--- config.mk ---
export PLATFORM = sky130hd
export DESIGN_NAME = pcd_header_decoder
export DESIGN_NICKNAME = d
export VERILOG_FILES = /design/src/core/pcd_pkg.sv /design/src/core/pcd_header_decoder.sv
export SDC_FILE = /design/constraint.sdc
export NUM_CORES = 1
export LEC_CHECK = 0
export BUFFER_PORTS_ARGS = -buffer_cell sky130_fd_sc_hd__buf_2
export CORE_MARGIN = 5
export CORE_UTILIZATION = 49
export CTS_CLUSTER_DIAMETER = 50
export DETAILED_ROUTE_END_ITERATION = 6
export GPL_TIMING_DRIVEN = 0
export PLACE_DENSITY = 0.84
export SLEW_MARGIN = 15
export SYNTH_ARGS = -nofsm -noshare
export SYNTH_HDL_FRONTEND = slang
export SYNTH_SLANG_ARGS = --single-unit
--- constraint.sdc ---
create_clock -name mclk -period 0.8 [get_ports mclk]
set_input_delay 0.16 -clock mclk [delete_from_list [all_inputs] [get_ports mclk]]
set_output_delay 0.16 -clock mclk [all_outputs]
set_load 0.03 [all_outputs]
--- src/core/pcd_pkg.sv ---
// constants and types shared by the command header decoder
package pcd_pkg;

  // header field positions
  localparam int HDR_CLASS_HI = 31;
  localparam int HDR_CLASS_LO = 29;
  localparam int HDR_PIPE_HI  = 28;
  localparam int HDR_PIPE_LO  = 27;
  localparam int HDR_OPC_HI   = 26;
  localparam int HDR_OPC_LO   = 24;
  localparam int HDR_SUB_HI   = 23;
  localparam int HDR_SUB_LO   = 16;
  localparam int HDR_SUBA_HI  = 23;
  localparam int HDR_SUBA_LO  = 21;
  localparam int HDR_SUBB_HI  = 20;
  localparam int HDR_SUBB_LO  = 16;

  // command class and pipeline type codes
  localparam logic [2:0] CLASS_PIPE  = 3'h3;
  localparam logic [2:0] CLASS_SIM   = 3'h7;
  localparam logic [1:0] PIPE_COMMON = 2'h0;
  localparam logic [1:0] PIPE_CODEC  = 2'h2;
  localparam logic [1:0] PIPE_3D     = 2'h3;

  // codec sub-opcode A groups
  localparam logic [2:0] SUBA_STATE  = 3'h0;
  localparam logic [2:0] SUBA_DEC    = 3'h1;
  localparam logic [2:0] SUBA_ENC    = 3'h2;

  // decoded command identity
  typedef enum logic [6:0] {
    CMD_NONE,
    CMD_HULL_STAGE_CONSTANTS, CMD_DOMAIN_STAGE_CONSTANTS, CMD_HULL_STAGE_STATE,
    CMD_TESSELLATOR_STATE, CMD_DOMAIN_STAGE_STATE, CMD_STREAM_OUTPUT_STATE,
    CMD_SETUP_BACKEND_STATE, CMD_PIXEL_STAGE_STATE, CMD_CLIP_VIEWPORT_POINTERS,
    CMD_CC_VIEWPORT_POINTERS, CMD_BLEND_POINTERS, CMD_DEPTH_STENCIL_POINTERS,
    CMD_SURF_VERTEX, CMD_SURF_HULL, CMD_SURF_DOMAIN, CMD_SURF_GEOMETRY, CMD_SURF_PIXEL,
    CMD_SAMP_VERTEX, CMD_SAMP_HULL, CMD_SAMP_DOMAIN, CMD_SAMP_GEOMETRY,
    CMD_UBUF_VERTEX, CMD_UBUF_HULL, CMD_UBUF_DOMAIN, CMD_UBUF_GEOMETRY,
    CMD_WINDOWER_COLORKEY, CMD_PIXEL_BLEND_STATE, CMD_WINDOWER_DEPTH_TEST,
    CMD_PIXEL_EXTRA_STATE, CMD_RASTER_SETUP, CMD_ATTRIBUTE_SWIZZLE,
    CMD_HIER_Z_OPERATION, CMD_INTERNAL_STATE,
    CMD_DRAW_RECT_BOUNDS, CMD_PALETTE_LOAD_FIRST, CMD_SAMPLER_COLORKEY,
    CMD_POLYGON_STIPPLE_OFFSET, CMD_POLYGON_STIPPLE_PATTERN, CMD_LINE_DASH_STATE,
    CMD_ANTIALIAS_LINE_PARAMS, CMD_GEOMETRY_VERTEXBUF_INDEX, CMD_PALETTE_LOAD_SECOND,
    CMD_SAMPLE_COUNT_STATE, CMD_STENCIL_SURFACE, CMD_HIER_DEPTH_SURFACE,
    CMD_DEPTH_CLEAR_PARAMS, CMD_MONO_FILTER_SIZE,
    CMD_PUSH_VERTEX, CMD_PUSH_HULL, CMD_PUSH_DOMAIN, CMD_PUSH_GEOMETRY, CMD_PUSH_PIXEL,
    CMD_STREAM_OUTPUT_DECLS, CMD_STREAM_OUTPUT_BUFFER, CMD_SAMPLE_POSITIONS,
    CMD_UNIFIED_BUFFER_CLEAR, CMD_PIPELINE_SYNC, CMD_DRAW_PRIMITIVE,
    CMD_DESCRIPTOR_PREFETCH, CMD_BASE_POINTER_SETUP, CMD_SYSTEM_ROUTINE_POINTER,
    CMD_SOFT_TESS_BASE, CMD_COMPUTE_SAVE_BASE,
    CMD_CODEC_MODE_SELECT, CMD_CODEC_SURFACE_SETUP, CMD_CODEC_BUFFER_POINTERS,
    CMD_CODEC_INDIRECT_BASE, CMD_CODEC_BITSTREAM_BASE, CMD_CODEC_UNNAMED,
    CMD_CODEC_STATE_POINTER, CMD_INVERSE_TRANSFORM_OBJECT,
    CMD_H264_IMAGE_SETUP, CMD_H264_QUANT_MATRIX, CMD_H264_DIRECT_MODE,
    CMD_H264_SLICE_SETUP, CMD_H264_REF_INDEX, CMD_H264_WEIGHT_OFFSET,
    CMD_H264_SLICE_DECODE_OBJECT, CMD_H264_FWD_QUANT_MATRIX,
    CMD_H264_HEADER_INSERT_OBJECT, CMD_H264_PACK_OBJECT,
    CMD_VC1_PICTURE_SETUP, CMD_VC1_PRED_PIPE_SETUP, CMD_VC1_DIRECT_MODE,
    CMD_VC1_SLICE_DECODE_OBJECT, CMD_MPEG2_PICTURE_SETUP, CMD_MPEG2_QUANT_MATRIX,
    CMD_MPEG2_SLICE_DECODE_OBJECT
  } pcd_cmd_t;

  // complete state of the decoder
  typedef struct packed {
    logic     valid;
    pcd_cmd_t id;
    logic     invalid;
    logic     intr;
    logic     drain;
  } pcd_state_t;

  localparam pcd_state_t PCD_STATE_RESET = '{1'b0, CMD_NONE, 1'b0, 1'b0, 1'b0};

endpackage

--- src/core/pcd_header_decoder.sv ---
// command header decoder: pipeline-type, opcode and sub-opcode to command identity
//
// Overview of operation
// [RULE_01] Class 011 with pipeline type 3h is 3D space; opcode 26:24, sub 23:16.
// [RULE_02] Non-pipelined state commands request a render pipe drain before update.
// [RULE_03] Class 111 is simulator-only; hardware flags it invalid, never executes.
// [RULE_04] Codec parser: class 011, type 10, opcode picks standard, then sub A, B.
// [RULE_05] 3D opcode 0h, 19h-1Fh: hull/domain constants, hull, tess, domain, stream out, setup.
// [RULE_06] 3D opcode 0h: 20h pixel, 22h-25h viewport/blend/depth pointers; 21h reserved.
// [RULE_07] 3D opcode 0h, 26h-2Ah: surface-table pointers vertex..pixel in order.
// [RULE_08] 3D opcode 0h, 2Bh-2Eh: sampler pointers vertex..geometry; 2Fh reserved.
// [RULE_09] 3D opcode 0h, 30h-33h: unified-buffer allocation vertex..geometry.
// [RULE_10] 3D opcode 0h, 4Ch-53h windower/pixel/raster commands; rest reserved.
// [RULE_11] 3D opcode 1h, 00h-0Dh misc state; 03h and 05h reserved. The decoder also treats 01h and 09h as reserved.
// [RULE_12] 3D opcode 1h, 0Eh-11h: stencil, hier depth, depth clear, mono filter.
// [RULE_13] 3D opcode 1h, 12h-16h: push-constant allocation vertex..pixel.
// [RULE_14] 3D opcode 1h: 17h,18h,1Ch,1Dh named; 1Eh-FFh reserved.
// [RULE_15] 3D opcode 2h/00h pipeline sync, 3h/00h draw; others and 4h-7h reserved.
// [RULE_16] Common pipelined opcode 0h: 03h descriptor prefetch; 04h-FFh reserved.
// [RULE_17] Common non-pipelined opcode 1h: 01h-04h named; 00h, opcodes 2h-7h reserved.
// [RULE_18] Codec type 2h: opcode picks group, sub A 23:21, sub B 20:16.
// [RULE_19] Codec common state sub B 0h-6h named; 7h and 8h reserved.
// [RULE_20] Codec common object A 1h B 9h is inverse transform, interruptible.
// [RULE_21] H.264 state sub B 0h-5h named; 6h-1Fh reserved.
// [RULE_22] H.264 slice decode A 1h B 8h is not interruptible; rest reserved.
// [RULE_23] H.264 encode B 2h, 8h, 9h named; only pack object interruptible.
// [RULE_24] VC-1 state B 0h-2h named; decode object interruptible; encode reserved.
// [RULE_25] MPEG-2 state B 0h,1h named; decode object interruptible; encode reserved.
// [RULE_26] Software may use direct or indirect codec state; group picture apart.
// [RULE_27] Any unassigned field combination raises the reserved/invalid output.
// [RULE_28] A named command wins over an overlapping reserved range.
`timescale 1ns/10ps

module pcd_header_decoder
  import pcd_pkg::*;
(
  input  wire logic            mclk,             // parser clock, 25 MHz
  input  wire logic            arst_n,           // async reset, active low
  input  wire logic            hdrValid,         // header word present this cycle
  input  wire logic [31:0]     hdrWord,          // command header double-word
  input  wire logic            codecParser,      // high: codec parser map in use
  output logic                 cmdValid,         // one-cycle result strobe
  output pcd_pkg::pcd_cmd_t    cmdId,            // decoded command identity
  output logic                 cmdInvalid,       // reserved or invalid header
  output logic                 cmdInterruptible, // codec object may be interrupted
  output logic                 cmdDrain          // drain render pipe before update
);
  import pcd_pkg::*;

  pcd_state_t  stReg;
  pcd_state_t  stNext;
  logic [2:0]  cls;
  logic [1:0]  pipe;
  logic [2:0]  opc;
  logic [7:0]  sub;
  logic [7:0]  subAB;

  ////////////////////////////////////////////////////////////////////////////////
  // field split; the codec view reuses bits 23:16 as sub A and sub B
  assign cls   = hdrWord[HDR_CLASS_HI:HDR_CLASS_LO];
  assign pipe  = hdrWord[HDR_PIPE_HI:HDR_PIPE_LO];  // RULE_01
  assign opc   = hdrWord[HDR_OPC_HI:HDR_OPC_LO];
  assign sub   = hdrWord[HDR_SUB_HI:HDR_SUB_LO];
  assign subAB = {hdrWord[HDR_SUBA_HI:HDR_SUBA_LO], hdrWord[HDR_SUBB_HI:HDR_SUBB_LO]}; // RULE_18

  ////////////////////////////////////////////////////////////////////////////////
  // decode; every path starts from "nothing", so any gap in the map is reserved
  always_comb begin
    stNext       = PCD_STATE_RESET;
    stNext.valid = hdrValid;
    if (cls == CLASS_PIPE && !codecParser && pipe == PIPE_3D) begin  // RULE_01
      case (opc)
        3'h0: begin
          case (sub)
            8'h19: stNext.id = CMD_HULL_STAGE_CONSTANTS;    // RULE_05
            8'h1A: stNext.id = CMD_DOMAIN_STAGE_CONSTANTS;  // RULE_05
            8'h1B: stNext.id = CMD_HULL_STAGE_STATE;        // RULE_05
            8'h1C: stNext.id = CMD_TESSELLATOR_STATE;       // RULE_05
            8'h1D: stNext.id = CMD_DOMAIN_STAGE_STATE;      // RULE_05
            8'h1E: stNext.id = CMD_STREAM_OUTPUT_STATE;     // RULE_05
            8'h1F: stNext.id = CMD_SETUP_BACKEND_STATE;     // RULE_05
            8'h20: stNext.id = CMD_PIXEL_STAGE_STATE;       // RULE_06
            8'h22: stNext.id = CMD_CLIP_VIEWPORT_POINTERS;  // RULE_06
            8'h23: stNext.id = CMD_CC_VIEWPORT_POINTERS;    // RULE_06
            8'h24: stNext.id = CMD_BLEND_POINTERS;          // RULE_06
            8'h25: stNext.id = CMD_DEPTH_STENCIL_POINTERS;  // RULE_06
            8'h26: stNext.id = CMD_SURF_VERTEX;             // RULE_07
            8'h27: stNext.id = CMD_SURF_HULL;               // RULE_07
            8'h28: stNext.id = CMD_SURF_DOMAIN;             // RULE_07
            8'h29: stNext.id = CMD_SURF_GEOMETRY;           // RULE_07
            8'h2A: stNext.id = CMD_SURF_PIXEL;              // RULE_07
            8'h2B: stNext.id = CMD_SAMP_VERTEX;             // RULE_08
            8'h2C: stNext.id = CMD_SAMP_HULL;               // RULE_08
            8'h2D: stNext.id = CMD_SAMP_DOMAIN;             // RULE_08
            8'h2E: stNext.id = CMD_SAMP_GEOMETRY;           // RULE_08
            8'h30: stNext.id = CMD_UBUF_VERTEX;             // RULE_09
            8'h31: stNext.id = CMD_UBUF_HULL;               // RULE_09
            8'h32: stNext.id = CMD_UBUF_DOMAIN;             // RULE_09
            8'h33: stNext.id = CMD_UBUF_GEOMETRY;           // RULE_09
            8'h4C: stNext.id = CMD_WINDOWER_COLORKEY;       // RULE_10
            8'h4D: stNext.id = CMD_PIXEL_BLEND_STATE;       // RULE_10
            8'h4E: stNext.id = CMD_WINDOWER_DEPTH_TEST;     // RULE_10
            8'h4F: stNext.id = CMD_PIXEL_EXTRA_STATE;       // RULE_10
            8'h50: stNext.id = CMD_RASTER_SETUP;            // RULE_10
            8'h51: stNext.id = CMD_ATTRIBUTE_SWIZZLE;       // RULE_10
            8'h52: stNext.id = CMD_HIER_Z_OPERATION;        // RULE_10
            8'h53: stNext.id = CMD_INTERNAL_STATE;          // RULE_10
            default: stNext.id = CMD_NONE;                  // RULE_27
          endcase
        end
        3'h1: begin
          stNext.drain = 1'b1;                              // RULE_02
          case (sub)
            8'h00: stNext.id = CMD_DRAW_RECT_BOUNDS;        // RULE_11
            8'h02: stNext.id = CMD_PALETTE_LOAD_FIRST;      // RULE_11
            8'h04: stNext.id = CMD_SAMPLER_COLORKEY;        // RULE_11
            8'h06: stNext.id = CMD_POLYGON_STIPPLE_OFFSET;  // RULE_11
            8'h07: stNext.id = CMD_POLYGON_STIPPLE_PATTERN; // RULE_11
            8'h08: stNext.id = CMD_LINE_DASH_STATE;         // RULE_11
            8'h0A: stNext.id = CMD_ANTIALIAS_LINE_PARAMS;   // RULE_11
            8'h0B: stNext.id = CMD_GEOMETRY_VERTEXBUF_INDEX; // RULE_11
            8'h0C: stNext.id = CMD_PALETTE_LOAD_SECOND;     // RULE_11
            8'h0D: stNext.id = CMD_SAMPLE_COUNT_STATE;      // RULE_11
            8'h0E: stNext.id = CMD_STENCIL_SURFACE;         // RULE_12
            8'h0F: stNext.id = CMD_HIER_DEPTH_SURFACE;      // RULE_12
            8'h10: stNext.id = CMD_DEPTH_CLEAR_PARAMS;      // RULE_12
            8'h11: stNext.id = CMD_MONO_FILTER_SIZE;        // RULE_12
            8'h12: stNext.id = CMD_PUSH_VERTEX;             // RULE_13
            8'h13: stNext.id = CMD_PUSH_HULL;               // RULE_13
            8'h14: stNext.id = CMD_PUSH_DOMAIN;             // RULE_13
            8'h15: stNext.id = CMD_PUSH_GEOMETRY;           // RULE_13
            8'h16: stNext.id = CMD_PUSH_PIXEL;              // RULE_13
            8'h17: stNext.id = CMD_STREAM_OUTPUT_DECLS;     // RULE_14
            8'h18: stNext.id = CMD_STREAM_OUTPUT_BUFFER;    // RULE_14
            8'h1C: stNext.id = CMD_SAMPLE_POSITIONS;        // RULE_14
            8'h1D: stNext.id = CMD_UNIFIED_BUFFER_CLEAR;    // RULE_14
            default: stNext.id = CMD_NONE;                  // RULE_27
          endcase
        end
        3'h2: stNext.id = (sub == 8'h00) ? CMD_PIPELINE_SYNC : CMD_NONE;  // RULE_15
        3'h3: stNext.id = (sub == 8'h00) ? CMD_DRAW_PRIMITIVE : CMD_NONE; // RULE_15
        default: stNext.id = CMD_NONE;                      // RULE_15
      endcase
    end else if (cls == CLASS_PIPE && !codecParser && pipe == PIPE_COMMON) begin
      case (opc)
        3'h0: stNext.id = (sub == 8'h03) ? CMD_DESCRIPTOR_PREFETCH : CMD_NONE; // RULE_16
        3'h1: begin
          stNext.drain = 1'b1;                              // RULE_02
          // 04h is named even though it sits at the head of a reserved span
          case (sub)
            8'h01: stNext.id = CMD_BASE_POINTER_SETUP;      // RULE_17
            8'h02: stNext.id = CMD_SYSTEM_ROUTINE_POINTER;  // RULE_17
            8'h03: stNext.id = CMD_SOFT_TESS_BASE;          // RULE_17
            8'h04: stNext.id = CMD_COMPUTE_SAVE_BASE;       // RULE_28
            default: stNext.id = CMD_NONE;                  // RULE_17
          endcase
        end
        default: stNext.id = CMD_NONE;                      // RULE_17
      endcase
    end else if (cls == CLASS_PIPE && codecParser && pipe == PIPE_CODEC) begin // RULE_04
      // direct and indirect state arrive the same way here; no pointer chase
      case (opc)
        3'h0: begin
          case (subAB)
            {SUBA_STATE, 5'h00}: stNext.id = CMD_CODEC_MODE_SELECT;     // RULE_19
            {SUBA_STATE, 5'h01}: stNext.id = CMD_CODEC_SURFACE_SETUP;   // RULE_19
            {SUBA_STATE, 5'h02}: stNext.id = CMD_CODEC_BUFFER_POINTERS; // RULE_19
            {SUBA_STATE, 5'h03}: stNext.id = CMD_CODEC_INDIRECT_BASE;   // RULE_19
            {SUBA_STATE, 5'h04}: stNext.id = CMD_CODEC_BITSTREAM_BASE;  // RULE_28
            {SUBA_STATE, 5'h05}: stNext.id = CMD_CODEC_UNNAMED;         // RULE_19
            {SUBA_STATE, 5'h06}: stNext.id = CMD_CODEC_STATE_POINTER;   // RULE_19
            {SUBA_DEC, 5'h09}: begin
              stNext.id   = CMD_INVERSE_TRANSFORM_OBJECT;               // RULE_20
              stNext.intr = 1'b1;                                       // RULE_20
            end
            default: stNext.id = CMD_NONE;                              // RULE_19
          endcase
        end
        3'h1: begin
          case (subAB)
            {SUBA_STATE, 5'h00}: stNext.id = CMD_H264_IMAGE_SETUP;      // RULE_21
            {SUBA_STATE, 5'h01}: stNext.id = CMD_H264_QUANT_MATRIX;     // RULE_21
            {SUBA_STATE, 5'h02}: stNext.id = CMD_H264_DIRECT_MODE;      // RULE_21
            {SUBA_STATE, 5'h03}: stNext.id = CMD_H264_SLICE_SETUP;      // RULE_21
            {SUBA_STATE, 5'h04}: stNext.id = CMD_H264_REF_INDEX;        // RULE_21
            {SUBA_STATE, 5'h05}: stNext.id = CMD_H264_WEIGHT_OFFSET;    // RULE_21
            {SUBA_DEC, 5'h08}:   stNext.id = CMD_H264_SLICE_DECODE_OBJECT; // RULE_22
            {SUBA_ENC, 5'h02}:   stNext.id = CMD_H264_FWD_QUANT_MATRIX; // RULE_23
            {SUBA_ENC, 5'h08}:   stNext.id = CMD_H264_HEADER_INSERT_OBJECT; // RULE_23
            {SUBA_ENC, 5'h09}: begin
              stNext.id   = CMD_H264_PACK_OBJECT;                       // RULE_23
              stNext.intr = 1'b1;                                       // RULE_23
            end
            default: stNext.id = CMD_NONE;                              // RULE_21
          endcase
        end
        3'h2: begin
          case (subAB)
            {SUBA_STATE, 5'h00}: stNext.id = CMD_VC1_PICTURE_SETUP;     // RULE_24
            {SUBA_STATE, 5'h01}: stNext.id = CMD_VC1_PRED_PIPE_SETUP;   // RULE_24
            {SUBA_STATE, 5'h02}: stNext.id = CMD_VC1_DIRECT_MODE;       // RULE_28
            {SUBA_DEC, 5'h08}: begin
              stNext.id   = CMD_VC1_SLICE_DECODE_OBJECT;                // RULE_24
              stNext.intr = 1'b1;                                       // RULE_24
            end
            default: stNext.id = CMD_NONE;                              // RULE_24
          endcase
        end
        3'h3: begin
          case (subAB)
            {SUBA_STATE, 5'h00}: stNext.id = CMD_MPEG2_PICTURE_SETUP;   // RULE_25
            {SUBA_STATE, 5'h01}: stNext.id = CMD_MPEG2_QUANT_MATRIX;    // RULE_25
            {SUBA_DEC, 5'h08}: begin
              stNext.id   = CMD_MPEG2_SLICE_DECODE_OBJECT;              // RULE_25
              stNext.intr = 1'b1;                                       // RULE_25
            end
            default: stNext.id = CMD_NONE;                              // RULE_25
          endcase
        end
        default: stNext.id = CMD_NONE;                                  // RULE_18
      endcase
    end
    // simulator class 111 and all other classes fall through as unassigned
    stNext.invalid = hdrValid && (stNext.id == CMD_NONE);               // RULE_27 RULE_03
    stNext.drain   = stNext.drain && hdrValid && !stNext.invalid;       // RULE_02
    if (!hdrValid) begin
      stNext.id   = CMD_NONE;
      stNext.intr = 1'b0;
    end
  end

  ////////////////////////////////////////////////////////////////////////////////
  // state register; result appears one edge after the header is offered
  always_ff @(posedge mclk or negedge arst_n) begin
    if (!arst_n) begin
      stReg <= PCD_STATE_RESET;
    end else begin
      stReg <= stNext;
    end
  end

  assign cmdValid         = stReg.valid;
  assign cmdId            = stReg.id;
  assign cmdInvalid       = stReg.invalid;
  assign cmdInterruptible = stReg.intr;
  assign cmdDrain         = stReg.drain;
endmodule // pcd_header_decoder

## Yosys cells after proc, flatten, opt, wreduce, memory -nomap -nowiden

Memory sizes are Yosys's and may differ from the RTL's.
Cells that the tools add are included.

- Eq/ne operators: 17
- Mux-type cells: 28
- Reductions and logical operators: 16

Operator list:

| cell | number |
|---|---|
| 7-bit case mux with 4 select lines | 3 |
| 7-bit case mux with 10 select lines | 1 |
| 7-bit case mux with 8 select lines | 1 |
| 7-bit 2-to-1 mux | 6 |
| 8-bit by 3-bit equality test with 1-bit output, second input constant | 3 |
| 8-bit by 7-bit equality test with 1-bit output, second input constant | 3 |
| 6-bit case mux with 4 select lines | 1 |
| 7-bit case mux with 3 select lines | 1 |
| 6-bit 2-to-1 mux | 3 |
| 8-bit by 2-bit equality test with 1-bit output, second input constant | 2 |
| 8-bit by 6-bit equality test with 1-bit output, second input constant | 2 |
| 7-bit case mux with 2 select lines | 1 |
| 1-bit 2-to-1 mux | 10 |
| 3-bit by 2-bit equality test with 1-bit output, second input constant | 3 |
| 8-bit by 1-bit equality test with 1-bit output, second input constant | 1 |
| 1-bit logical AND | 8 |
| 8-bit logical NOT | 1 |
| 7-bit logical NOT | 1 |
| 3-bit logical NOT | 2 |
| 2-bit equality test, second input constant | 2 |
| 3-bit by 1-bit equality test with 1-bit output, second input constant | 1 |
| 1-bit case mux with 3 select lines | 1 |
| 1-bit logical NOT | 2 |
| 2-bit logical NOT | 1 |
| 2-bit OR reduction | 1 |

- Bits in registers: 11
- Memory bits (read-only): 960
- Input bits: 36
- Output and inout bits: 11
- Logic and storage cells: 68
- Memories: 2

Memory list:

| name | depth | bits a word | read ports | clocked after Yosys merged registers in | wr ports | line | source |
|---|---|---|---|---|---|---|---|
| (name not given) | 128 | 6 | 1 | 0 | 0 | pcd_header_decoder.sv:74 | `case (sub)` |
| (name not given) | 32 | 6 | 1 | 0 | 0 | pcd_header_decoder.sv:113 | `case (sub)` |

## Logic depth before layout (Yosys ltp)

Gate-level depths: netlist of the first run.

- Depth after elaboration: 10
- Depth in mapped cells: 11
- Depth with buffers taken out: 9

## Worst setup path before layout of the first run

OpenSTA, ideal clock, no wires.

- Path type: input to register
- From: input port hdrWord[17]
- To: register stReg, in the netlist cmdInvalid
- Library setup time: 120 ps
- Arrival time: 1867 ps
- Data required time: 680 ps
- Path slack: -1187 ps
- Cell stages on the path: 10
- Buffers on the path: 1
- Cell sequence: inv_1 ha_1 buf_4 nor4bb_2 a22oi_4 o21a_1 o21ai_1 a311oi_1 nor2b_1 and4_1

RTL lines:

| what | line | source |
|---|---|---|
| start, declared | pcd_header_decoder.sv:40 | `input wire logic [31:0] hdrWord,` |
| end signal, assigned | pcd_header_decoder.sv:238 | `stReg <= stNext;` |
| end, declared | pcd_header_decoder.sv:50 | `pcd_state_t stReg;` |

==> results of run 1 <==
==> stage by stage <==
stage / hold slack, ns / cells / total power, µW
5_1_grt: 0.126 / 351 / 2220
3_5_place_dp: 0.0316 / 320 / 1280
6_report: 0.117 / 351 / 2150
3_3_place_gp: 0.0256 / 320 / 1280
4_1_cts: 0.135 / 337 / 1950
2_1_floorplan: -0.136 / 245 / 1050
==> worst paths after layout <==
| check | startpoint | endpoint | slack, ns | cells past startpoint |
|---|---|---|---|---|
| setup / recovery | hdrWord[17] | cmdDrain | -1.35 | 11 |
| hold / removal | hdrValid | cmdValid | 0.12 | 1 |
| max in group asynchronous | arst_n | cmdId[4] | 0.25 | 2 |
| min in group asynchronous | arst_n | cmdDrain | 0.33 | 2 |
==> cell families after synthesis <==
| logic type | after synthesis |
|---|---|
| muxes | 3 |
| DFF | 11 |
| buffers and inverters | 28 |
| and+or+nand+nor | 105 |
| xor gates and xnor gates | 2 |
| AOI/OAI and AO/OA | 85 |
| adders and majority gates | 11 |
==> final cells by class <==
class	count	share of cell area (%)
inverters	8	1.46
flip-flops and latches	11	9.70
plain buffers	19	6.31
multi-input cells	206	62.7
repair buffers	55	16.2
clock buffers	4	1.59
well taps	48	2.12
==> critical path, delay by kind of cell <==
family	cells	cell delay, ns
AO/OA/AOI/OAI	4	0.79
adder cells (fa/ha/maj)	1	0.19
buffers and inverters	3	0.40
AND/OR/NAND/NOR	3	0.69
==> cells in the mapped netlist (all sizes together) (2+ instances only) <==
master   count  share of area [%]
o211ai       4                1.8
or3          2               0.91
nand2       20                4.0
a21o         2               0.78
buf         17                7.0
o32ai        2               0.91
o21a         4                1.6
and2         2               0.65
nand4        7                2.3
a311oi       3                1.7
ha          11                7.2
nor3         6                2.2
dfrtp       11                 14
or2          2               0.65
a211oi       4                1.8
nor4b        4                2.5
nand3        9                2.3
o2111ai      2               0.91
a21oi       12                3.1
and4         2               0.91
a21boi       3                1.2
o21ai       15                3.9
o2bb2ai      2               0.91
nor2b       11                3.7
nor3b        7                4.2
o311ai       2               0.91
a31oi       10                3.3
nand2b       6                2.0
mux2i        2                1.0
clkbuf       3               0.59
o31ai        2               0.78
a22oi        5                2.7
inv          7                1.4
nor2        18                3.5
nand4bb      2                1.2
==> metal layers <==
layer | track usage [%] | up-vias | wire length, µm
li1 | - | 1055 | -
met2 | 45.7 | 179 | 3770
met1 | 32.2 | 1166 | 3010
met3 | 4.71 | 42 | 715
met4 | 9.63 | 0 | 299
met5 | 0 | - | 0
==> flip-flops by register name, indices dropped and copies added (netlist names) <==
signal and flops:
cmdInterruptible 1, cmdValid 1, cmdDrain 1, cmdId 7
cmdInvalid 1
==> cell usage in the layout, fill, tap and decap left out, types with 5 or more instances in the layout <==
cell	count
buf_6	25
buf_4	24
buf_2	18
nand2_1	17
nor2_1	14
dfrtp_1	11
nand3_1	9
a31oi_1	8
o21ai_0	8
nand4_1	7
a21oi_2	7
nor2b_1	7
ha_1	7
a21oi_1	5
==> power by group <==
group,total (µW),internal (µW),leakage [µW],switching (µW)
combinational,987,413,0.000963,575
clock,594,352,0.0000228,242
sequential,565,562,0.000149,2.36
==> repair_timing <==
item | in CTS | in global routing
setup endpoints to repair | 21 | 21
gates resized for setup | 63 | 40
hold buffers | 1 | 0
endpoints found under the hold margin | 11 | 0
pin swaps | 23 | 22
setup buffers | 12 | 15
cloned | 1 | 0
==> impl_metrics.toml, run 1 <==
[status]
status = "finished, violations left"
violations = "negative setup slack"

[yosys]
ys_seq_area_share_pct = 14.4
synth.avg_cell_area_um2 = 7.83
synth_cell_type_count = 74
synth_seq_cells = 11
ys_warn_count = 0
synth_flop_cell = "dfrtp_1"
yosys.area_share.simple_pct = 34.6
async_reset_ff_share_pct = 100
synth_compound_area_share_pct = 32.2
syn-num-nets = 292
synth_top_family_by_area = "simple AND/OR/NAND/NOR gates"
syn-cell-area_mm2 = 0.00192
synth_xor_area_share_pct = 0.913
synthAdderAreaFrac_pct = 7.18
postSynthCellCount = 245
synth-edff-count = 0
synth_mux_area_share_pct = 1.63

[route]
routed_wl_mm = 7.79
num_vias = 2442
first_pass_iters = 5
via_per_inst = 6.96
drc_errors = 0
ant_nets = 0
drt_iter0_markers = 361
wl_per_cell_um = 22.2

[global_route]
antenna_found_initial = 0
grt_pass1_vias = 2182
grt_usage_pct = 26.3
grt_max_degree = 12
grt_overflow = 0
grt_pass1_wl_mm = 10.9

[flow_run]
maxCapViolCount = 0

[worst_setup_path]
crit_fanout = 10
critPathKind = "input pin to register"
cp-end-kind = "register"
required_ns = 0.89
cp.arrival_ns = 2.24
path_cells = "buf_12 -> clkinvlp_4 -> ha_4 -> clkbuf_4 -> nor2_2 -> o21a_1 -> o211ai_2 -> a211oi_2 -> nor2b_1 -> nor4b_2 -> a41oi_2"
critPathMaxStageDelay_ns = 0.36
critPathLaunchType = "input pin"
cpMaxStageDelayCell = "nor4b_2"

[timing]
fin_crit_ns = 2.15
drv_slew = 0
min_period_over_period_pct = 269
worstMarginPinSlew_ns = 0.543
setup_viol = 21
finalSetupTns_ns = -11.26
fmax_ghz = 0.465
worst_slack_ns = -1.35
finalHoldViolCount = 0
slew_headroom_pct = 63.7
rsz0062_at_grt = "yes"

[die]
rows = 22
fp.dieW_um = 72.6
dieHeight_um = 72.6
core_area_mm2 = 0.00372
start_util_pct = 51.6
die-area_mm2 = 0.00527
num_io_pins = 47

[clocking]
clk_pin_slew_ns = 0.06
clock-sinks = 11
cts_root_buffer = "clkbuf_8"
cts_tree = "yes"
cts_buffers = 3
max-clock-path-buffers = 2
cts_max_level = 1

[placement]
dp_hpwl_mm = 4.77
port_buffers = 27
gp_congestion = 0.997
placed_cell_area_mm2 = 0.00216
dp_worst_setup_slack_ns = -1.68

[final_layout]
layout-drive-gt1-share_pct = 45.9
multi_input_area_mm2 = 0.00178
n_antenna_cell = 0
num-fill-cells = 253
area_growth_pct = 47.9
stdcell_area_mm2 = 0.00284
seq_area_um2 = 275
finish.utilization_pct = 76.4
num-nets-final = 351

[min_path]
hold_path_class = "input pin to register"

[power_and_ir_drop]
powerDensity_mw_per_mm2 = 756
ir_worst_vdd_mv = 0.342
power.leakage_uw = 0.00113
No activity file was read; power rests on OpenSTA's default activity.
==> inputs of run 2 (changes only) <==
GPL_TIMING_DRIVEN = 1   (was 0)
TNS_END_PERCENT = 30   (was default)
==> run 2 against run 1 <==
The run still ends with negative setup slack left. Final cell count is 21% higher. Worst setup slack better by 0.017 ns. Sequential power hardly changed. Cell area grew 16%. Clock power is 2% lower. Sequential share of layout area fell by 1.4 points. Critical path depth down 1. Core utilization up 12 points. Via count rose by 22%. First-iteration DRC count grew 37%. Hold slack better by 0.072 ns. Largest cell class unchanged.
==> impl_metrics.toml, run 2 (same netlist as run 1, synthesis figures left out) <==
[status]
status = "finished, violations left"
violations = "negative setup slack"

[timing]
finalHoldViolCount = 0
slew_headroom_pct = 68.0
rsz0062_at_grt = "yes"
worst_slack_ns = -1.33
finalSetupTns_ns = -11.45
worstMarginPinSlew_ns = 0.474
fin_crit_ns = 2.13
drv_slew = 0
min_period_over_period_pct = 267
fmax_ghz = 0.469
setup_viol = 21

[die]
fp.dieW_um = 72.6
start_util_pct = 51.6
core_area_mm2 = 0.00372
die-area_mm2 = 0.00527
dieHeight_um = 72.6
rows = 22
num_io_pins = 47

[final_layout]
largest_register_ffs = 7
final_common_cell = "buf_4"
layout-drive-gt1-share_pct = 55.7
area_growth_pct = 71.9
num-nets-final = 425
n_antenna_cell = 0
stdcell_area_mm2 = 0.00330
final_cell_mix = "112 x buf_4, 17 x buf_2, 16 x nand2_1, 15 x nor2_1, 15 x buf_6"
finish.utilization_pct = 88.7

[global_route]
antenna_found_initial = 0
grt_max_degree = 15
grt_pass1_vias = 2929
grt_usage_pct = 34.8
grt_pass1_wl_mm = 14.2
grt_overflow = 0

[min_path]
hp-start = "hdrValid"
hold_path_class = "input pin to register"

[clocking]
cts_buffers = 3
cts_max_level = 1
clk_pin_slew_ns = 0.05
cts_tree = "yes"
max-clock-path-buffers = 2
cts_root_buffer = "clkbuf_8"
clock-sinks = 11

[worst_setup_path]
path_cells = "buf_8 -> clkinvlp_4 -> ha_4 -> or2_4 -> o31ai_1 -> a21oi_1 -> a211oi_2 -> nor2b_1 -> nor4b_2 -> a41oi_1"
critPathKind = "input pin to register"
critPathMaxStageDelay_ns = 0.37
cp-end-kind = "register"
required_ns = 0.90
cp.arrival_ns = 2.24
critPathLaunchType = "input pin"
startpoint = "hdrWord[17]"
cpMaxStageDelayCell = "nor4b_2"
crit_fanout = 7

[route]
drc_errors = 0
num_vias = 2972
wl_per_cell_um = 23.3
drt_iter0_markers = 493
routed_wl_mm = 9.88
ant_nets = 0
first_pass_iters = 5
via_per_inst = 6.99

[placement]
placed_cell_area_mm2 = 0.00282
gp_congestion = 1.11
dp_hpwl_mm = 6.10
port_buffers = 30

[power_and_ir_drop]
power.leakage_uw = 0.00144
power_uw = 2370
powerDensity_mw_per_mm2 = 719
ir_worst_vdd_mv = 0.478

[flow_run]
maxCapViolCount = 0
==> run 2: changes by cell type in the layout (fill, tap and decap cells not counted), sizes merged <==
cell | before | now
clkbuf | 7 | 4
buf | 70 | 147
==> run 2: repair_timing <==
action	in CTS	in global routing
setup endpoints to repair	21	21
endpoints found under the hold margin	11	0
hold buffers	1	0
resized for setup	61	23
pin swaps	17	19
setup buffers	5	6
==> run 2: per-stage QoR <==
stage,setup slack (ns),hold WS (ns),std cells
CTS,-1.05,0.171,419
global placement,-1.35,0.0232,409
finish,-1.33,0.189,425
floorplan,-1.12,-0.136,245
detailed placement,-1.40,0.0362,409
global route,-1.28,0.194,425
==> run 2: layer usage <==
layer,global-route usage (%),part of all wire (%),vias up
met3,8.86,11,126
li1,-,-,1202
met2,59.3,46,308
met1,35.1,32,1336
met4,29.5,10,0
met5,0,0,-
==> run 2: cell type report <==
class,count,area (µm²)
repair buffers,148,1160
inverters,8,33.8
well taps,48,60.1
fillers,185,419
flip-flops and latches,11,275
multi-input cells,206,1720
clock buffers,4,45.0
==> run 2: power breakdown <==
| group | internal [µW] | leakage, µW | switching [µW] |
|---|---|---|---|
| combinational | 577 | 0.00127 | 644 |
| sequential | 563 | 0.000149 | 2.49 |
| clock | 352 | 0.0000228 | 233 |
| total | 1490 | 0.00144 | 879 |
==> run 2: path summary, 6_finish.rpt <==
| kind | endpoint | slack [ns] | cells after the start |
|---|---|---|---|
| setup / recovery | cmdDrain | -1.33 | 10 |
| max in group asynchronous | cmdId[2] | 0.27 | 2 |
| min in group asynchronous | cmdInterruptible | 0.32 | 2 |
| hold / removal | cmdValid | 0.19 | 2 |
==> run 2: worst max-delay path, delay by kind of cell <==
family / cells / cell delay [ns]
AO/OA/AOI/OAI: 4 / 0.83
adder cells (fa/ha/maj): 1 / 0.25
buffers and inverters: 2 / 0.23
AND/OR/NAND/NOR: 3 / 0.77
==> inputs of run 3 (changes only) <==
CORE_UTILIZATION = 59   (was 49)
PLACE_DENSITY = 0.94   (was 0.84)
clock period = 2.7 ns   (was 0.8 ns; I/O delays follow)
==> run 3 against run 2 <==
Hold slack worse by 0.067 ns. Non-clock buffer count down 99. Wire length is 41% lower. Via count fell by 28%. Sequential cell count is the same. Sequential share of layout area is 4.4 points higher. The flow now finishes without violations. Sequential power down 70%.
==> impl_metrics.toml, run 3 (same netlist as run 1, synthesis figures left out) <==
[status]
status = "finished, final reports clean"

[placement]
placed_cell_area_mm2 = 0.00213
dp_worst_setup_slack_ns = 0.00325
port_buffers = 30
dp_hpwl_mm = 4.49
place_inst = 318
gp_congestion = 1.06

[clocking]
cts_resized = 0
clock-sinks = 11
cts_tree = "yes"
hold_buffers = 0
cts_root_buffer = "clkbuf_4"
post-cts-setup-buffers = 0
max-clock-path-buffers = 2
cts_buffers = 3
clk_pin_slew_ns = 0.07
cts_max_level = 1

[die]
die-area_mm2 = 0.00449
rows = 20
dieHeight_um = 67.0
start_util_pct = 62.3
core_area_mm2 = 0.00308
fp.dieW_um = 67.0
num_io_pins = 47

[final_layout]
final_common_cell = "buf_2"
final_cells = 322
largest_register_ffs = 7
finish.utilization_pct = 70.2
stdcell_area_mm2 = 0.00216
final_cell_mix = "30 x buf_2, 19 x nand2_1, 18 x nor2_1, 18 x buf_4, 12 x a21oi_1"
layout-drive-gt1-share_pct = 24.1
seq_area_um2 = 275
multi_input_area_mm2 = 0.00147
num-nets-final = 326
area_growth_pct = 12.6
n_antenna_cell = 0
num-fill-cells = 263

[route]
routed_wl_mm = 5.87
via_per_inst = 6.67
drc_errors = 0
ant_nets = 0
num_vias = 2148
wl_per_cell_um = 18.2
first_pass_iters = 5
drt_iter0_markers = 335

[worst_setup_path]
crit_buf_inv = 3
required_ns = 2.83
cp-end-kind = "register"
critPathKind = "input pin to register"
crit_fanout = 6
cpMaxStageDelayCell = "ha_1"
cp.arrival_ns = 2.56
critPathLaunchType = "input pin"
critPathMaxStageDelay_ns = 0.30
cpLargestDelayFamily = "compound AO/OA/AOI/OAI gates"
path_cells = "buf_2 -> inv_1 -> buf_4 -> ha_1 -> nor3b_1 -> a22oi_4 -> o21a_1 -> o21ai_1 -> a311oi_1 -> nor2b_1 -> a41oi_1"

[power_and_ir_drop]
ir_worst_vdd_mv = 0.0994
p_comb_share_pct = 42.9
powerDensity_mw_per_mm2 = 226
power.leakage_uw = 0.000885
p_sw_share_pct = 38.1
switchingPower_uw = 186
p_seq_share_pct = 34.2
p_int_uw = 302
clkPwrFrac_pct = 22.9

[timing]
fin_crit_ns = 2.43
setup_viol = 0
slew_headroom_pct = 65.8
fmax_ghz = 0.411
finalSetupTns_ns = 0
finalHoldViolCount = 0
drv_slew = 0
worstMarginPinSlew_ns = 0.513
worst_slack_ns = 0.267
min_period_over_period_pct = 90.1
rsz0062_at_grt = "no"

[global_route]
grt_pass1_wl_mm = 9.66
met1_usage_pct = 37.9
grt_max_degree = 30
antenna_found_initial = 0
grt_usage_pct = 28.2
grt_overflow = 0
met3_usage_pct = 7.42
busiest_layer = "met2"
grt_pass1_vias = 2018
met2_usage_pct = 42.9

[flow_run]
maxCapViolCount = 0

[min_path]
hold_path_class = "input pin to asynchronous set/reset pin"
[run 3: cell count changes in the layout (fill, tap and decap cells not counted), moves of 4 or more]
cell,delta
a21oi_1,+6
a21oi_2,-6
buf_2,+13
buf_4,-94
buf_6,-15
ha_1,+5
ha_4,-4
[run 3: power groups by stage]
stage	logic (µW)	clock network (µW)	registers, µW
after global routing	227	121	167
final	209	112	167
after CTS	204	115	167
after detailed placement	203	0	170
after global placement	200	0	170
after floorplan	134	0	173
[run 3: layout make-up]
type | count | area share [%]
Clock buffer | 4 | 1.22
Inverter | 8 | 1.39
Multi-Input combinational cell | 206 | 68.0
Sequential cell | 11 | 12.7
Tap cell | 44 | 2.55
Timing Repair Buffer | 49 | 14.1
[run 3: worst max-delay path by stage]
stage,start,to,cells after the start
after CTS,hdrWord[16],cmdDrain,11
after detailed placement,hdrWord[16],cmdDrain,11
after global routing,hdrWord[16],cmdDrain,11
after global placement,hdrWord[16],cmdDrain,11
final,hdrWord[16],cmdDrain,11
after floorplan,hdrWord[17],cmdInvalid,10
[run 3: metal layers]
layer  vias to the layer above  wire [µm]
met5                         -          0
met4                         0        152
met3                        20        744
li1                       1005          -
met1                       980       2380
met2                       143       2600
[run 3: per-stage QoR]
| step | total power [µW] | hold WS (ns) |
|---|---|---|
| 3_5_place_dp | 372 | 0.418 |
| 6_report | 487 | 0.122 |
| 3_3_place_gp | 370 | 0.406 |
| 4_1_cts | 485 | 0.122 |
| 2_1_floorplan | 308 | 0.244 |
| 5_1_grt | 515 | 0.143 |
